===== config.mk =====
export PLATFORM = sky130hd
export DESIGN_NAME = quadrature_interval_timer
export DESIGN_NICKNAME = d
export VERILOG_FILES = /design/src/design/interval_timer_pkg.sv /design/src/design/rate_divider.sv /design/src/design/quadrature_interval_timer.sv
export SDC_FILE = /design/constraint.sdc
export NUM_CORES = 1
export LEC_CHECK = 0
export CAP_MARGIN = 25
export CORE_MARGIN = 3
export CORE_UTILIZATION = 64
export CTS_BUF_LIST = sky130_fd_sc_hd__clkbuf_16
export CTS_CLUSTER_SIZE = 14
export DETAILED_ROUTE_END_ITERATION = 16
export DONT_BUFFER_PORTS = 1
export PLACE_DENSITY = 0.85
export SYNTH_ARGS = -nofsm -noshare
export SYNTH_HDL_FRONTEND = slang
export SYNTH_SLANG_ARGS = --single-unit

===== constraint.sdc =====
create_clock -name i_clk -period 3.3 [get_ports i_clk]
set_clock_uncertainty 0.2 [all_clocks]
set_input_delay 0.33 -clock i_clk [delete_from_list [all_inputs] [get_ports i_clk]]
set_output_delay 0.33 -clock i_clk [all_outputs]
set_load 0.01 [all_outputs]

===== src/design/interval_timer_pkg.sv =====
// package: register map, field layout and reset values of the interval timer
package interval_timer_pkg;
    // ************************************************************
    // register map (byte addresses, one aligned word each)
    // ************************************************************
    localparam logic [11:0] ADDR_INTERVAL_TIMER_COUNT = 12'h000;
    localparam logic [11:0] ADDR_QUADRATURE_CONTROL   = 12'h004;
    // ************************************************************
    // field layout and reset values
    // ************************************************************
    localparam int          RATE_DIV_LSB          = 0;
    localparam int          RATE_DIV_WIDTH        = 3;
    localparam logic [31:0] COUNT_RESET           = 32'h00000000;
    localparam logic [2:0]  RATE_DIV_RESET        = 3'h0;
    localparam logic [31:0] UNMAPPED_READ         = 32'h00000000;
endpackage


===== src/design/rate_divider.sv =====
// rate divider: one-cycle enable pulse every 2**sel clock cycles
`timescale 1ns/10ps
module rate_divider
    import interval_timer_pkg::*;
#(
    parameter int SEL_W = RATE_DIV_WIDTH
) (
    input  wire logic             i_clk,    // system clock
    input  wire logic             i_reset,  // async reset, active high
    input  wire logic             i_sync,   // restart prescaler phase
    input  wire logic [SEL_W-1:0] i_sel,    // divide by 2**i_sel
    output logic                  o_tick    // one-cycle count enable
);
    localparam int PW = (1 << SEL_W);

    logic [PW-1:0] pre_ff;
    logic [PW-1:0] mask;
    logic          hit;

    always_comb begin
        mask = PW'((PW+1)'(1) << i_sel) - PW'(1);
        hit  = ((pre_ff & mask) == mask);
    end

    // restart on each count pulse so a new interval starts on a full period
    always_ff @(posedge i_clk or posedge i_reset) begin
        if (i_reset) begin
            pre_ff <= '0;
        end else if (i_sync || hit) begin
            pre_ff <= '0;
        end else begin
            pre_ff <= pre_ff + PW'(1);
        end
    end

    always_comb begin
        o_tick = hit && !i_sync;
    end
endmodule


===== src/design/quadrature_interval_timer.sv =====
// quadrature interval timer: apb slave, rate-divided 32-bit interval counter
`timescale 1ns/10ps
// Contract
// keep a 32-bit counter of time between consecutive decoded count pulses
// clear the counter to zero on each count pulse, no software needed
// after a clear, count at the rate chosen by the divider field
// software picks a slow enough rate so slow motors do not overflow
// all 32 count bits readable and writable, zero after reset
// with no pulse, the counter wraps from all ones to zero and continues
module quadrature_interval_timer
    import interval_timer_pkg::*;
#(
    parameter int CNT_W = 32
) (
    input  wire logic        i_clk,          // 20 mhz clock
    input  wire logic        i_reset,        // async reset, active high
    input  wire logic        i_count_pulse,  // decoded quadrature count strobe
    input  wire logic        i_psel,         // apb select
    input  wire logic        i_penable,      // apb enable
    input  wire logic        i_pwrite,       // apb direction
    input  wire logic [11:0] i_paddr,        // apb byte address
    input  wire logic [31:0] i_pwdata,       // apb write data
    input  wire logic [3:0]  i_pstrb,        // apb byte strobes
    output logic             o_pready,       // apb ready
    output logic [31:0]      o_prdata,       // apb read data
    output logic             o_pslverr,      // apb error
    output logic [2:0]       o_rate_div      // divider setting to decoder
);
    // ************************************************************
    // bus decode
    // ************************************************************
    logic                      setup;
    logic                      wr_cnt;
    logic                      wr_ctl;
    logic                      tick;
    logic                      pready_ff;
    logic [CNT_W-1:0]          count_ff;
    logic [RATE_DIV_WIDTH-1:0] rate_div_ff;
    logic [31:0]               cnt_merge;
    logic [31:0]               ctl_merge;

    // one wait state: answer in the cycle after the first access cycle
    always_comb begin
        setup  = i_psel && i_penable && !pready_ff;
        wr_cnt = setup && i_pwrite && (i_paddr == ADDR_INTERVAL_TIMER_COUNT);
        wr_ctl = setup && i_pwrite && (i_paddr == ADDR_QUADRATURE_CONTROL);
        for (int b = 0; b < 4; b++) begin
            cnt_merge[8*b +: 8] = i_pstrb[b] ? i_pwdata[8*b +: 8] : 8'(count_ff >> (8*b));
            ctl_merge[8*b +: 8] = 8'h00;
        end
        ctl_merge[RATE_DIV_WIDTH-1:0] = i_pstrb[0] ?
            i_pwdata[RATE_DIV_LSB +: RATE_DIV_WIDTH] : rate_div_ff;
    end

    always_ff @(posedge i_clk or posedge i_reset) begin
        if (i_reset) begin
            pready_ff <= 1'b0;
        end else begin
            pready_ff <= setup;
        end
    end

    // writes to a hole are flagged too, so a preset that went nowhere is visible
    always_ff @(posedge i_clk or posedge i_reset) begin
        if (i_reset) begin
            o_prdata  <= 32'h00000000;
            o_pslverr <= 1'b0;
        end else if (setup) begin
            o_pslverr <= !((i_paddr == ADDR_INTERVAL_TIMER_COUNT) ||
                           (i_paddr == ADDR_QUADRATURE_CONTROL));
            if (i_pwrite) begin
                o_prdata <= 32'h00000000;
            end else if (i_paddr == ADDR_INTERVAL_TIMER_COUNT) begin
                o_prdata <= 32'(count_ff);
            end else if (i_paddr == ADDR_QUADRATURE_CONTROL) begin
                o_prdata <= 32'(rate_div_ff);
            end else begin
                o_prdata <= UNMAPPED_READ;
            end
        end else begin
            o_pslverr <= 1'b0;
        end
    end

    always_comb begin
        o_pready = pready_ff;
    end

    // ************************************************************
    // bus checks
    // ************************************************************
    chk_ready_single: assert property (@(posedge i_clk) disable iff (i_reset)
        o_pready |=> !o_pready)
        else $error("ready held past one cycle");

    chk_unmapped_err: assert property (@(posedge i_clk) disable iff (i_reset)
        (setup && (i_paddr != ADDR_INTERVAL_TIMER_COUNT) &&
         (i_paddr != ADDR_QUADRATURE_CONTROL)) |=> (o_pready && o_pslverr))
        else $error("unmapped access not flagged");

    chk_mapped_ok: assert property (@(posedge i_clk) disable iff (i_reset)
        (setup && ((i_paddr == ADDR_INTERVAL_TIMER_COUNT) ||
         (i_paddr == ADDR_QUADRATURE_CONTROL))) |=> (o_pready && !o_pslverr))
        else $error("mapped access flagged");

    chk_err_read_zero: assert property (@(posedge i_clk) disable iff (i_reset)
        (setup && !i_pwrite && (i_paddr != ADDR_INTERVAL_TIMER_COUNT) &&
         (i_paddr != ADDR_QUADRATURE_CONTROL)) |=> (o_prdata == UNMAPPED_READ))
        else $error("unmapped read not zero");

    chk_write_reads_zero: assert property (@(posedge i_clk) disable iff (i_reset)
        (setup && i_pwrite) |=> (o_prdata == 32'h00000000))
        else $error("write returned data");

    chk_unmapped_hold: assert property (@(posedge i_clk) disable iff (i_reset)
        (setup && i_pwrite && (i_paddr != ADDR_INTERVAL_TIMER_COUNT) &&
         (i_paddr != ADDR_QUADRATURE_CONTROL)) |=> $stable(rate_div_ff))
        else $error("unmapped write changed divider");

    // ************************************************************
    // control register
    // ************************************************************
    // a new divider does not restart the prescaler, so the interval in progress
    // may see one short period; software reads intervals after a count pulse
    always_ff @(posedge i_clk or posedge i_reset) begin
        if (i_reset) begin
            rate_div_ff <= RATE_DIV_RESET;
        end else if (wr_ctl) begin
            rate_div_ff <= ctl_merge[RATE_DIV_WIDTH-1:0];
        end
    end

    always_ff @(posedge i_clk or posedge i_reset) begin
        if (i_reset) begin
            o_rate_div <= RATE_DIV_RESET;
        end else begin
            o_rate_div <= rate_div_ff;
        end
    end

    chk_ctl_write: assert property (@(posedge i_clk) disable iff (i_reset)
        (wr_ctl && i_pstrb[0]) |=> (rate_div_ff == $past(i_pwdata[RATE_DIV_LSB +: RATE_DIV_WIDTH])))
        else $error("divider write lost");

    chk_ctl_read: assert property (@(posedge i_clk) disable iff (i_reset)
        (setup && !i_pwrite && i_paddr == ADDR_QUADRATURE_CONTROL) |=> (o_prdata == 32'($past(rate_div_ff))))
        else $error("divider read wrong");

    chk_rate_copy: assert property (@(posedge i_clk) disable iff (i_reset)
        1'b1 |=> (o_rate_div == $past(rate_div_ff)))
        else $error("divider output lags wrongly");

    // ************************************************************
    // interval counter
    // ************************************************************
    rate_divider #(
        .SEL_W (RATE_DIV_WIDTH)
    ) u_div (
        .i_clk   (i_clk),
        .i_reset (i_reset),
        .i_sync  (i_count_pulse),
        .i_sel   (rate_div_ff),
        .o_tick  (tick)
    );

    // a count pulse beats a software write in the same cycle: the hardware
    // measurement must not be corrupted by a stale preset
    always_ff @(posedge i_clk or posedge i_reset) begin
        if (i_reset) begin
            count_ff <= CNT_W'(COUNT_RESET);
        end else if (i_count_pulse) begin
            count_ff <= '0;
        end else if (wr_cnt) begin
            count_ff <= CNT_W'(cnt_merge);
        end else if (tick) begin
            count_ff <= count_ff + CNT_W'(1);
        end
    end

    // ************************************************************
    // checks
    // ************************************************************
    chk_pulse_clears: assert property (@(posedge i_clk) disable iff (i_reset)
        i_count_pulse |=> (count_ff == '0))
        else $error("count not cleared after pulse");

    chk_count_step: assert property (@(posedge i_clk) disable iff (i_reset)
        (!i_count_pulse && !wr_cnt && tick) |=> (count_ff == $past(count_ff) + CNT_W'(1)))
        else $error("count did not step on tick");

    chk_hold_no_tick: assert property (@(posedge i_clk) disable iff (i_reset)
        (!i_count_pulse && !wr_cnt && !tick) |=> $stable(count_ff))
        else $error("count moved without tick");

    chk_div0_rate: assert property (@(posedge i_clk) disable iff (i_reset)
        (rate_div_ff == '0 && !i_count_pulse) |-> tick)
        else $error("divide-by-one missed a tick");

    chk_div1_rate: assert property (@(posedge i_clk) disable iff (i_reset)
        (i_count_pulse && rate_div_ff == 3'h1 && !wr_ctl) ##1
        (!i_count_pulse && !wr_ctl) [*2] |-> (!$past(tick) && tick))
        else $error("divide-by-two tick misplaced");

    chk_wrap_zero: assert property (@(posedge i_clk) disable iff (i_reset)
        (&count_ff && tick && !i_count_pulse && !wr_cnt) |=> (count_ff == '0))
        else $error("counter did not wrap");

    chk_write_full: assert property (@(posedge i_clk) disable iff (i_reset)
        (wr_cnt && !i_count_pulse && i_pstrb == 4'hf) |=> (count_ff == $past(i_pwdata)))
        else $error("count write lost");

    chk_read_answer: assert property (@(posedge i_clk) disable iff (i_reset)
        (setup && !i_pwrite && i_paddr == ADDR_INTERVAL_TIMER_COUNT)
        |=> (o_pready && o_prdata == $past(count_ff)))
        else $error("count read wrong");

    chk_clear_no_tick: assert property (@(posedge i_clk) disable iff (i_reset)
        (i_count_pulse && rate_div_ff != '0 && !wr_ctl) |=> !tick)
        else $error("tick right after clear");

    chk_tick_gap: assert property (@(posedge i_clk) disable iff (i_reset)
        (tick && rate_div_ff != '0 && !wr_ctl) |=> !tick)
        else $error("ticks too close together");

    chk_div_max: assert property (@(posedge i_clk) disable iff (i_reset)
        (i_count_pulse && rate_div_ff == 3'h7 && !wr_ctl) ##1
        (!i_count_pulse && !wr_ctl) [*8] |-> !tick)
        else $error("slowest rate ticked early");
endmodule


==> impl_metrics.json <==
{
  "crit_slowest_cell": "dlygate4sd3_1",
  "critPathMaxFanout": 13,
  "numPortBuffers": 0,
  "cp.arrival_ns": 3.21,
  "crit_type": "flop to flop",
  "final.fill_count": 437,
  "cp_slowest_stage_delay_ns": 0.59,
  "die_w_um": 88.3,
  "tightest_slew_ns": 0.960,
  "setup_viol": 0,
  "drv_cap": 0,
  "cts_root_buf": "clkbuf_16",
  "final_cell_mix": "dfrtp_1 (79), nand2_1 (38), a22o_1 (32), a21oi_1 (24)",
  "fin_crit_ns": 3.20,
  "ys.flop_type": "dfrtp_1",
  "grt_max_degree": 37,
  "cts_resized": 0,
  "intPower_uw": 1580,
  "clkLatencyLatePin_ns": 0.33,
  "fp.dieArea_um2": 7800,
  "fin_tns_setup_ns": 0,
  "routed_wl_mm": 11.9,
  "antenna_found_initial": 0,
  "seq_area_frac_synth_pct": 45.6,
  "vias_per_cell": 7.26,
  "cts_tree": "done",
  "ys_ff_latch": 79,
  "slew_headroom_pct": 35.8,
  "htree_levels": 3,
  "p_sw_uw": 439,
  "gp_congestion": 0.930,
  "fp.dieH_um": 88.3,
  "place_ws_ns": 0.490,
  "yosysUniqueCellTypes": 68,
  "grt_overflow": 0,
  "track_usage_pct": 31.3,
  "dr.pass1.iters": 5,
  "worstPathCellList": "or3_1, ha_1, nor2_1, a31oi_1, o311a_2, nand2_1, nand3_1, a31oi_1, dlygate4sd3_1",
  "synth-edff-count": 0,
  "grt_pass1_vias": 3742,
  "post-cts-setup-buffer-count": 0,
  "combPwrFrac_pct": 4.5,
  "swShare_pct": 21.8,
  "fin_crit_sh_pct": 96.9,
  "synth.avg_cell_area_um2": 9.81,
  "drtIter0Drc": 398,
  "ys_async_sr_fraction_pct": 100,
  "drc": 0,
  "timing.final.ws_setup_ns": 0.101,
  "ant_nets": 0,
  "worstHoldPathType": "input port to flop",
  "power_uw": 2020,
  "seqPwrFrac_pct": 48.6,
  "slew_viol_final": 0,
  "postSynthCellCount": 442,
  "cp-start-kind": "flop",
  "core_area_um2": 6460,
  "mostFrequentLayoutCell": "dfrtp_1",
  "hold_ws_ns": 0.00681,
  "path_clk_slew_ns": 0.06,
  "crit_top_cell": "a31oi_1",
  "cts_buffers": 9,
  "grt_pass1_wl_mm": 18.9,
  "syn2layout_area_growth_pct": 10.9,
  "vias": 3876,
  "drive_gt1_share_pct": 12.1,
  "initial_utilization_pct": 67.1,
  "status": "complete, no violations",
  "rrSetupSlack_ns": 0.10,
  "finish.instance_area_um2": 4810,
  "dp_hpwl_mm": 8.06,
  "post_drt_wl_per_cell_um": 22.3,
  "hold_viol": 0,
  "vdd_ir_drop_max_v": 0.000324,
  "netlist_area_um2": 4340,
  "ios": 91,
  "power.leakage_uw": 0.00212,
  "yosysWarnings": 0,
  "place_area_um2": 4380,
  "cts.sinks": 79,
  "timing.fmax_mhz": 313,
  "final_nets": 508,
  "cp.required_ns": 3.31,
  "fp-row-count": 29,
  "synth_fp_nets": 499,
  "grt_setup_unrepaired": "false",
  "clockBufferDepth": 2,
  "p_per_area_nw_per_um2": 420,
  "p_clk_share_pct": 46.9,
  "end_kind": "flop"
}
-- metal layers --
layer  global-route usage (%)  vias up  share of wire (%)
li1                         -     1716                  -
met1                     42.1     1856                 39
met3                     8.85       30                 12
met5                        0        -                  0
met2                     47.3      274                 47
met4                     13.7        0                2.2
-- worst max-delay path: cells and delay by family (launching register included) --
family | cells | cell delay [ns]
simple gates | 4 | 0.94
compound gates | 3 | 0.59
buf+inv | 1 | 0.59
flops | 1 | 0.48
fa+ha+maj | 1 | 0.28
-- synthesized netlist by cell type, types with 4 or more instances --
master / instances / share of area [%]
nand2_1: 38 / 3.3
and3_1: 13 / 1.9
o21ai_0: 16 / 1.8
nor3b_1: 4 / 0.69
buf_2: 9 / 1.0
a21oi_1: 24 / 2.8
nor2_1: 21 / 1.8
dfrtp_1: 79 / 46
mux2i_1: 6 / 1.4
clkbuf_1: 12 / 1.0
o211ai_1: 4 / 0.69
xor2_1: 4 / 0.81
a31oi_1: 4 / 0.58
or3_1: 6 / 0.87
o31ai_1: 4 / 0.69
o22ai_1: 13 / 1.9
a22o_1: 32 / 6.5
nand4_1: 10 / 1.4
o21ai_1: 6 / 0.69
inv_1: 11 / 0.95
nor3_1: 15 / 1.7
nor4_1: 4 / 0.58
o2bb2ai_1: 12 / 2.4
a22oi_1: 4 / 0.69
nand3_1: 21 / 2.4
-- cell type report --
cell class / instances / area, um2 / area share, %
sequential: 79 / 1980 / 41.1
tap: 77 / 96.3 / 2.00
multi-input combinational: 324 / 2180 / 45.4
antenna: 1 / 2.50 / 0.0521
inverter: 12 / 46.3 / 0.963
timing repair buffer: 25 / 223 / 4.63
clock inverter: 7 / 56.3 / 1.17
clock buffer: 9 / 225 / 4.69
-- flip-flops by register name, indices dropped and copies added, names as in the netlist --
name	count
rate_div_ff	3
o_pready	1
count_ff	32
u_div.pre_ff	7
o_prdata	32
o_pslverr	1
o_rate_div	3
-- power by group through the flow --
stage	combinational, uW	sequential, uW	clock, uW
global placement	70.0	997	0
floorplan	56.0	995	0
finish	90.3	980	947
global route	98.5	981	1000
CTS	89.2	980	954
detailed placement	73.5	997	0
-- worst paths after layout --
check	startpoint	endpoint	cells past startpoint
max in group asynchronous	i_reset	count_ff[2]	3
worst min register to register	o_prdata[1]	o_prdata[1]	2
worst max-delay path	rate_div_ff[0]	count_ff[0]	9
min in group asynchronous	i_reset	count_ff[29]	2
worst min-delay path	i_pwdata[19]	count_ff[19]	2
worst max register to register	rate_div_ff[0]	count_ff[0]	9
-- metrics by stage --
step                std cells  utilization, %
finish                    534            74.4
global route              533            74.4
CTS                       533            74.4
detailed placement        503            67.9
global placement          503            67.9
floorplan                 442               -
-- cell families after synthesis --
family	Yosys count	synth area share (%)
multiplexers	9	2.16
adder cells (fa/ha/maj)	3	0.866
flip-flops	79	45.6
AND/OR/NAND/NOR	167	22.6
AO/OA/AOI/OAI	139	23.0
XOR/XNOR	6	1.39
buffers and inverters	39	4.36
-- repair_timing --
item / 4_1_cts / 5_1_grt
endpoints found under the setup margin: 0 / 0
hold buffers: 14 / 0
hold endpoints to repair: 45 / 0
Note: power is estimated with default switching activity, not from simulation.
